<file path="config.mk">
export PLATFORM = sky130hd
export DESIGN_NAME = nsx_exec
export DESIGN_NICKNAME = d
export VERILOG_FILES = /design/src/common/nsx_pkg.sv /design/src/common/nsx_alu_if.sv /design/src/hw/nsx_alu.sv /design/src/hw/nsx_exec.sv
export SDC_FILE = /design/constraint.sdc
export NUM_CORES = 1
export LEC_CHECK = 0
export ABC_AREA = 1
export ABC_CLOCK_PERIOD_IN_PS = 6100
export BUFFER_PORTS_ARGS = -buffer_cell sky130_fd_sc_hd__buf_4
export CORE_MARGIN = 1
export CORE_UTILIZATION = 45
export DETAILED_ROUTE_END_ITERATION = 6
export PLACE_DENSITY = 0.71
export SLEW_MARGIN = 15
export SYNTH_ARGS = -nofsm -noshare
export SYNTH_HDL_FRONTEND = slang
export SYNTH_SLANG_ARGS = --single-unit
</file>
<file path="constraint.sdc">
create_clock -name sys_clk -period 6.1 [get_ports sys_clk]
set_input_delay 0.61 -clock sys_clk [delete_from_list [all_inputs] [get_ports sys_clk]]
set_output_delay 0.61 -clock sys_clk [all_outputs]
set_load 0.05 [all_outputs]
</file>
<file path="src/common/nsx_pkg.sv">
// Shared constants and types for the nibble-exchange / exclusive-OR execute block
package nsx_pkg;
	localparam int INSTR_W = 14;
	localparam int DATA_W = 8;
	localparam int ADDR_W = 7;
	localparam int DIR_COUNT = 3;

	// ----------------------------------------
	// Opcode fields
	// ----------------------------------------
	localparam logic [5:0] OPC_NIBBLE_EXCHANGE = 6'h0e;
	localparam logic [5:0] OPC_XOR_REGISTER = 6'h06;
	localparam logic [5:0] OPC_XOR_IMMEDIATE = 6'h3a;
	localparam logic [10:0] OPC_PIN_DIRECTION = 11'h00c;
	localparam int OPC_HI_POS = 8;
	localparam int OPC_DIR_POS = 3;
	localparam int DEST_POS = 7;
	localparam logic [2:0] DIR_SEL_LO = 3'h5;
	localparam logic [2:0] DIR_SEL_HI = 3'h7;

	// ----------------------------------------
	// Data-memory placement of the direction registers
	// ----------------------------------------
	localparam logic [6:0] DIR_ADDR_LO = 7'h45;
	localparam logic [6:0] DIR_ADDR_HI = 7'h47;

	// ----------------------------------------
	// Reset values
	// ----------------------------------------
	localparam logic [7:0] ACC_RESET = 8'h00;
	localparam logic [7:0] DIR_RESET = 8'hff;
	localparam logic [13:0] INSTR_RESET = 14'h0000;

	typedef enum logic [1:0]
	{
		NSX_ALU_PASS = 2'b00,
		NSX_ALU_SWAP = 2'b01,
		NSX_ALU_XOR_REG = 2'b10,
		NSX_ALU_XOR_IMM = 2'b11
	} nsx_alu_op_t;

	typedef enum logic [1:0]
	{
		NSX_ST_IDLE = 2'b00,
		NSX_ST_EXEC = 2'b01
	} nsx_state_t;
endpackage

</file>
<file path="src/common/nsx_alu_if.sv">
// Carrier between the execute sequencer and its result unit
`timescale 1ns/1ps
interface nsx_alu_if;
	import nsx_pkg::*;
	nsx_alu_op_t op;
	logic [7:0] acc;
	logic [7:0] operand;
	logic [7:0] imm;
	logic [7:0] result;
	logic zero;

	modport core
	(
		output op,
		output acc,
		output operand,
		output imm,
		input result,
		input zero
	);

	modport alu
	(
		input op,
		input acc,
		input operand,
		input imm,
		output result,
		output zero
	);
endinterface

</file>
<file path="src/hw/nsx_alu.sv">
// Result unit: nibble exchange, exclusive OR and accumulator pass-through
`timescale 1ns/1ps
module nsx_alu
	import nsx_pkg::*;
(
	nsx_alu_if.alu bus
);
	wire [7:0] swapped = {bus.operand[3:0], bus.operand[7:4]};
	wire [7:0] xor_reg = bus.acc ^ bus.operand;
	wire [7:0] xor_imm = bus.acc ^ bus.imm;

	assign bus.result = (bus.op == NSX_ALU_SWAP) ? swapped :
		(bus.op == NSX_ALU_XOR_REG) ? xor_reg :
		(bus.op == NSX_ALU_XOR_IMM) ? xor_imm : bus.acc;
	assign bus.zero = (bus.result == 8'h00);
endmodule

</file>
<file path="src/hw/nsx_exec.sv">
// Decode and execute of nibble exchange, direction load and exclusive-OR instructions
`timescale 1ns/1ps
// Overview of operation
// - Nibble exchange result takes operand low nibble high and high nibble low.
// - Nibble exchange with destination bit zero writes accumulator, source untouched.
// - Nibble exchange with destination bit one writes back to addressed register.
// - Direction load copies accumulator into direction register selected 5 to 7.
// - Direction registers also readable and writable through data-memory addressing.
// - Immediate exclusive OR combines accumulator with literal into accumulator.
// - Immediate exclusive OR sets zero flag on zero result, clears otherwise.
// - Register exclusive OR combines accumulator with register at 7-bit address.
// - Register exclusive OR with destination bit zero stores to accumulator.
// - Register exclusive OR with destination bit one stores back to register.
// - Register exclusive OR updates only zero flag from its result.
module nsx_exec
	import nsx_pkg::*;
(
	input wire logic sys_clk,
	input wire logic reset,
	input wire logic instr_valid,
	input wire logic [13:0] instr_word,
	input wire logic [7:0] mem_rdata,
	input wire logic dm_req,
	input wire logic dm_we,
	input wire logic [6:0] dm_addr,
	input wire logic [7:0] dm_wdata,
	output logic instr_ready,
	output logic exec_done,
	output logic [7:0] acc_out,
	output logic zero_flag,
	output logic [6:0] mem_addr,
	output logic mem_rd,
	output logic mem_wr,
	output logic [7:0] mem_wdata,
	output logic [23:0] dir_out,
	output logic [7:0] dm_rdata
);
	// ----------------------------------------
	// State and held instruction
	// ----------------------------------------
	nsx_state_t state;
	nsx_state_t next_state;
	logic [13:0] instr;
	logic [DIR_COUNT-1:0][7:0] dir_reg;

	nsx_alu_if alu_bus ();

	nsx_alu u_alu
	(
		.bus(alu_bus)
	);

	// ----------------------------------------
	// Decode of the incoming word, used at the accept edge
	// ----------------------------------------
	wire take = instr_valid && instr_ready;
	wire [5:0] in_hi = instr_word[13:OPC_HI_POS];
	wire [6:0] in_f = instr_word[6:0];
	wire in_needs_mem = (in_hi == OPC_NIBBLE_EXCHANGE) || (in_hi == OPC_XOR_REGISTER);
	wire in_f_hit = (in_f >= DIR_ADDR_LO) && (in_f <= DIR_ADDR_HI);

	// ----------------------------------------
	// Decode of the held instruction, used at the execute edge
	// ----------------------------------------
	wire exec = (state == NSX_ST_EXEC);
	wire [5:0] op_hi = instr[13:OPC_HI_POS];
	wire op_swap = (op_hi == OPC_NIBBLE_EXCHANGE);
	wire op_xor_register_op = (op_hi == OPC_XOR_REGISTER);
	wire op_xor_immediate_op = (op_hi == OPC_XOR_IMMEDIATE);
	wire [2:0] dir_sel = instr[2:0];
	wire sel_ok = (dir_sel >= DIR_SEL_LO) && (dir_sel <= DIR_SEL_HI);
	// Selectors outside 5..7 name no register, so the word acts as a no-op
	wire op_dirld = (instr[13:OPC_DIR_POS] == OPC_PIN_DIRECTION) && sel_ok;
	wire dest = instr[DEST_POS];
	wire [6:0] f_addr = instr[6:0];
	wire f_hit = (f_addr >= DIR_ADDR_LO) && (f_addr <= DIR_ADDR_HI);
	wire [6:0] f_diff = f_addr - DIR_ADDR_LO;
	wire [1:0] f_idx = f_diff[1:0];
	wire [2:0] sel_diff = dir_sel - DIR_SEL_LO;
	wire [1:0] sel_idx = sel_diff[1:0];
	// Direction registers live here, so reads of them bypass data memory
	wire [7:0] operand = f_hit ? dir_reg[f_idx] : mem_rdata;

	wire to_acc = ((op_swap || op_xor_register_op) && !dest) || op_xor_immediate_op;
	wire to_reg = (op_swap || op_xor_register_op) && dest;
	wire set_zero = op_xor_register_op || op_xor_immediate_op;
	wire reg_to_mem = exec && to_reg && !f_hit;

	assign alu_bus.op = op_swap ? NSX_ALU_SWAP :
		op_xor_register_op ? NSX_ALU_XOR_REG :
		op_xor_immediate_op ? NSX_ALU_XOR_IMM : NSX_ALU_PASS;
	assign alu_bus.acc = acc_out;
	assign alu_bus.operand = operand;
	assign alu_bus.imm = instr[7:0];

	wire [6:0] dm_diff = dm_addr - DIR_ADDR_LO;
	wire [1:0] dm_idx = dm_diff[1:0];
	wire dm_hit = dm_req && (dm_addr >= DIR_ADDR_LO) && (dm_addr <= DIR_ADDR_HI);

	// ----------------------------------------
	// Sequencer: accept edge, then execute edge
	// ----------------------------------------
	always_comb
	begin
		next_state = state;
		case (state)
			NSX_ST_IDLE:
			begin
				if (take)
					next_state = NSX_ST_EXEC;
			end
			NSX_ST_EXEC:
			begin
				next_state = NSX_ST_IDLE;
			end
			default:
			begin
				next_state = NSX_ST_IDLE;
			end
		endcase
	end

	always_ff @(posedge sys_clk)
	begin
		if (reset)
		begin
			state <= NSX_ST_IDLE;
			instr_ready <= 1'b0;
			exec_done <= 1'b0;
			instr <= INSTR_RESET;
		end
		else
		begin
			state <= next_state;
			instr_ready <= (next_state == NSX_ST_IDLE);
			exec_done <= exec;
			if (take)
				instr <= instr_word;
		end
	end

	// ----------------------------------------
	// Data-memory read and write-back
	// ----------------------------------------
	always_ff @(posedge sys_clk)
	begin
		if (reset)
		begin
			mem_addr <= 7'h00;
			mem_rd <= 1'b0;
			mem_wr <= 1'b0;
			mem_wdata <= 8'h00;
		end
		else
		begin
			mem_rd <= take && in_needs_mem && !in_f_hit;
			mem_wr <= reg_to_mem;
			if (take)
				mem_addr <= in_f;
			if (reg_to_mem)
				mem_wdata <= alu_bus.result;
		end
	end

	// ----------------------------------------
	// Accumulator and zero flag
	// ----------------------------------------
	always_ff @(posedge sys_clk)
	begin
		if (reset)
		begin
			acc_out <= ACC_RESET;
			zero_flag <= 1'b0;
		end
		else
		begin
			if (exec && to_acc)
				acc_out <= alu_bus.result;
			if (exec && set_zero)
				zero_flag <= alu_bus.zero;
		end
	end

	// ----------------------------------------
	// Direction registers
	// ----------------------------------------
	genvar gi;
	generate
		for (gi = 0; gi < DIR_COUNT; gi++)
		begin : g_dir
			// An instruction write beats a same-cycle data-memory port write
			wire ins_load = exec && op_dirld && (sel_idx == 2'(gi));
			wire ins_back = exec && to_reg && f_hit && (f_idx == 2'(gi));
			wire port_wr = dm_hit && dm_we && (dm_idx == 2'(gi));
			wire [7:0] next_dir = ins_load ? acc_out :
				ins_back ? alu_bus.result :
				port_wr ? dm_wdata : dir_reg[gi];

			always_ff @(posedge sys_clk)
			begin
				if (reset)
					dir_reg[gi] <= DIR_RESET;
				else
					dir_reg[gi] <= next_dir;
			end
		end
	endgenerate

	assign dir_out = dir_reg;

	always_ff @(posedge sys_clk)
	begin
		if (reset)
			dm_rdata <= 8'h00;
		else if (dm_hit && !dm_we)
			dm_rdata <= dir_reg[dm_idx];
	end
endmodule

</file>
# Word-level counts from Yosys, hierarchy flattened
# Index checks and enable logic that the tools add are counted.
# word_totals
reg_bits	76
latchBits	0
ram_bits	0
rom_bits	0
input_bits	42
out_inout_bits	60
elab_cells	112
memories	0
# op_classes
n_addsub	3
mul	0
div	0
n_lt_le_gt_ge	10
eq_ne	16
shift	0
n_mux	22
bitwise_logic	2
reduce_logical	45
# ops
cell	count
$mux W8	15
$bmux W8 S2	2
$logic_and A1 B1 Y1	28
$ge A7 B7 Y1 const B	3
$le A7 B7 Y1 const B	3
$xor A8 B8 Y8	2
$eq A6 B3 Y1 const B	2
$eq A6 B4 Y1 const B	2
$eq A11 B4 Y1 const B	1
$eq A2 B1 Y1 const B	5
$eq A2 B2 Y1 const B	5
$logic_not A2 Y1	5
$mux W2	5
$reduce_bool A3 Y1	3
$logic_not A8 Y1	1
$eq A6 B6 Y1 const B	1
$lt A2 B3 Y1 const B	2
$sub A2 B1 Y2 const B	3
$logic_not A1 Y1	4
$logic_or A1 B1 Y1	4
$ge A3 B3 Y1 const B	1
$le A3 B3 Y1 const B	1

# Logic depth before layout (Yosys ltp)
# logic_depth
word_depth	10
ltp_mapped	18
ltp_nobuf	17

# Hierarchy
# Synthesis repeated with hierarchy kept, for this count alone.
# hier_totals
hier_cells	685
hier_area_um2	4496.8
# by_module_without_submodules
mod	n_inst	cells_each	area_each_um2	seq_area_each_um2
nsx_exec	1	605	4085.2	1381.3
nsx_alu	1	80	411.6	0.0

# Worst setup path before layout
# No wires, ideal clock.
# synth_timing
path_kind	register to register
startpoint	register instr[0]
endpoint	register zero_flag
setup_time_ns	0.067
t_arrival_ns	1.954
required_ns	6.033
slack_ns	4.078
path_stages_with_launch	19
n_path_buf	1
period_less_slack_ns	2.022
cell_sequence	dfxtp_1 buf_6 inv_1 ha_1 nand2_1 inv_1 nand2_1 inv_1 a21oi_1 nand2_1 nand3_1 nand3_1 nand2_1 nand2_1 nand2_2 nand2_2 nor2_2 nand3_1 a21oi_2
# synth_between
elab_chain_len	8
elab_cells_between_ends	13
cone_classes	1 x add/sub; 2 x order compare; 6 x mux; 2 x bitwise; 2 x reduce/logical
# synth_rtl
element	line	rtl
start: declaration	nsx_exec.sv:43	logic [13:0] instr;
start signal: assignment	nsx_exec.sv:138	instr <= instr_word;
$sub A2 B1 Y2	nsx_exec.sv:77	wire [6:0] f_diff = f_addr - DIR_ADDR_LO;
$bmux W8 S2	nsx_exec.sv:82	wire [7:0] operand = f_hit ? dir_reg[f_idx] : mem_rdata;
$mux W8 (not written as such)	nsx_exec.sv:82	
$mux W8	nsx_exec.sv:82	
$xor A8 B8 Y8	nsx_alu.sv:9	wire [7:0] xor_reg = bus.acc ^ bus.operand;
$mux W8	nsx_alu.sv:13	(bus.op == NSX_ALU_XOR_REG) ? xor_reg :
$mux W8 (*)	nsx_alu.sv:12	assign bus.result = (bus.op == NSX_ALU_SWAP) ? swapped :
$logic_not A8 Y1 (*)	nsx_alu.sv:15	assign bus.zero = (bus.result == 8'h00);
end signal: assignment	nsx_exec.sv:180	zero_flag <= alu_bus.zero;
end: declaration	nsx_exec.sv:30	output logic zero_flag,
# Every way passes the cells marked *; elsewhere a longest branch is shown, timed or not. The select of a mux whose other input is x is not followed.
# A chain may end at the register's enable or synchronous reset.

# Worst setup path in the final report
# Same ends and word-level chain as after synthesis.

==> out/results.tsv <==
metric	value	unit
status	completed	
count of non-filler cells in the finished layout	868	
DR vias/cell	5.484	
n_diodes	0	
Die Width	100.3	microns
Via Count	4760	
Max Slew Vio Count	0	
Crit-path slowest cell	dfxtp_1	
Worst Setup Start Kind	flip-flop	
layout cells sized above 1	23.14	%
Yosys top cell area share	31.77	%
Least-Margin Pin Slew	818.3	ps
clk sinks	69	
post-synthesis cell area	4348	sq um
worst-path fanout max	23	
DIE AREA	10060	sq um
total setup buffers inserted after CTS	0	
WL/cell	16.44	microns
biggest area consumer among synthesized cells	dfxtp_1	
Leak	2.495	nW
power share of the combinational group	13.3	%
DRT iter0 DRCs	352	
Worst Path Required	6400	ps
CTS tree	built	
Sw Share	28.31	%
Buffers on Ports	101	
io pins	102	
largest net degree at the start of global routing	41	
register area	1381	sq um
Die Span Y	100.3	microns
H-tree levels	3	
Max Fclk	0.3240	GHz
Synth Flop Type	dfxtp_1	
Worst Clk Skew	13.49	ps
CTS Buf Count	9	
Seq pwr share	45.1	%
total power	1.045	mW
DRT Pass-1 Iters	5	
Post-synth EDFFs	0	
Internal	749.0	uW
crit path time final	3086	ps
Starting Density	46.83	%
Post-Route WL	14270	microns
ys async rst share	0	%
CP delay by family, top	simple AND/OR/NAND/NOR gates	
sw power	295.8	uW
power density cells	196.5	nW/um^2
WHS	454.8	ps
gate count after technology mapping	653	
CTS resizes	0	
Hold Crit Class	reg -> reg	
first-pass GRT wire length	22760	microns
Unique masters post-synth	42	
area of the multi-input gates	2402	sq um
row count	35	
clock share of power	41.6	%
total negative slack	0	ps
initial antenna violation count	0	
Worst setup EP type	flip-flop	
Fill cells	968	
RSZ-0062 raised after global routing	false	
antenna viol nets, final	0	
max-cap violations	0	
#FFs+latches synth	69	
DRC Markers	0	
Clock Tree Root	clkbuf_8	
most common cell in the netlist	nand2_1	
GRT Util Overall	29.32	%
synth warn	0	
final setup vio count	0	
clock-pin slew on the worst setup and hold paths	80	ps
dpl hpwl	10820	microns
WS Path Type	reg -> reg	
clk buf depth	2	
CP peak stage delay	840	ps
Avg Cell Area, Syn	6.658	sq um
CTS Hold Bufs	0	
Critical path buffers and inverters	2	
crit-path most repeated cell	nand2_1	
Synth top cells by count	nand2_1 (137), inv_1 (89), o21ai_0 (71)	
grt ovf	0	
core area	9284	sq um
clk_lat worst skew	360	ps
Mapped Nets	701	
post-synthesis sequential area ratio	31.77	%
fin nets	782	
routability cong.	0.9205	
final period utilization	50.59	%
final hold vios	0	
WP data arrival	3380	ps
worst vdd ir	0.1076	mV
vias in the first global route	4424	
area added between synthesis and finish	22.30	%
top cells by area, synth	dfxtp_1 (32%), nand2_1 (12%), o21ai_0 (8.2%)	
relative slew slack	45.32	%
critical path cell sequence	inv_1, ha_1, nand2_1, inv_1, nand2_1, nand2_1, nand2_2, nand3_2, o211ai_1, nand3_1, nand2_2, nor2_1, nand3_1, a21oi_2	
Cells after DPL	852	
==> worst reg2reg max path: cells and delay by family, from the launching register on <==
| kind | cells | cell delay (ps) |
|---|---|---|
| AO/OA/AOI/OAI | 2 | 220 |
| adder cells (fa/ha/maj) | 1 | 390 |
| buffers and inverters | 2 | 550 |
| flip-flops | 1 | 840 |
| AND/OR/NAND/NOR | 9 | 1030 |
==> per-stage QoR <==
step / util (%) / setup slack (ps) / instance area, sq um
2_1_floorplan: - / 4078 / 4348
3_3_place_gp: 54.87 / 3156 / 5094
3_5_place_dp: 54.87 / 3125 / 5094
4_1_cts: 57.28 / 3073 / 5318
5_1_grt: 57.28 / 2762 / 5318
6_report: 57.28 / 3014 / 5318
==> registers in the layout (all words and copies together) (netlist names) <==
signal	flops
acc_out	8
dir_out	24
dm_rdata	8
exec_done	1
instr	14
instr_ready	1
mem_rd	1
mem_wdata	8
mem_wr	1
state	2
zero_flag	1
==> area by class of cell <==
type / count / share of cell area [%]
multi-input cells: 450 / 45.18
flip-flops and latches: 69 / 25.98
repair buffers: 102 / 14.40
inverters: 102 / 7.200
well taps: 129 / 3.035
clock buffers: 10 / 2.588
clock inverters: 6 / 1.624
==> kinds of logic (layout without fill, tap and decap cells) <==
family                     count (synthesis)  in the layout  synth area share [%]
and+or+nand+nor                          249            249                 27.74
adders and majority gates                  6              6                 1.727
buffers and inverters                    134            220                 12.98
other                                      1              1               0.08625
DFF                                       69             69                 31.77
AOI/OAI and AO/OA                        193            193                 25.50
xor gates and xnor gates                   1              1                0.2015
==> layer usage <==
layer,vias to the layer above,routed length [microns],part of all wire [%],track usage (%)
li1,2333,-,-,-
met3,35,1022,7.2,5.501
met4,0,373,2.6,11.26
met5,-,0,0,0
met2,223,6499,46,48.21
met1,2169,6373,45,38.05
==> power groups by stage <==
stage                     Clock (mW)  Combinational (mW)  Sequential [mW]
after detailed placement           0               0.137            0.481
after global placement             0               0.136            0.481
final                          0.435               0.139            0.471
after CTS                      0.435               0.138            0.471
after floorplan                    0              0.0916            0.480
after global routing           0.459               0.153            0.472
==> layout by cell type (no fill, tap or decap), types with 3 or more instances in the layout <==
cell	count
nand2_1	137
buf_4	102
inv_1	89
o21ai_0	71
dfxtp_1	69
a21oi_1	50
nand3_1	39
a31oi_1	24
nor2_1	19
o211ai_1	17
nand2_2	15
o21ai_1	12
inv_2	11
clkbuf_8	10
a22oi_1	9
nor2_4	7
nor3_1	6
ha_1	6
or2_2	5
nand4_1	4
nor4_1	4
nand3_2	3
==> worst paths after layout <==
kind / cells past startpoint / end / startpoint / slack, ps
setup / recovery: 14 / zero_flag / instr[0] / 3010
hold / removal: 1 / state[0] / state[0] / 450
setup reg to reg: 14 / zero_flag / instr[0] / 3010
hold reg to reg: 1 / state[0] / state[0] / 450
No activity file was read; power rests on OpenSTA's default activity.
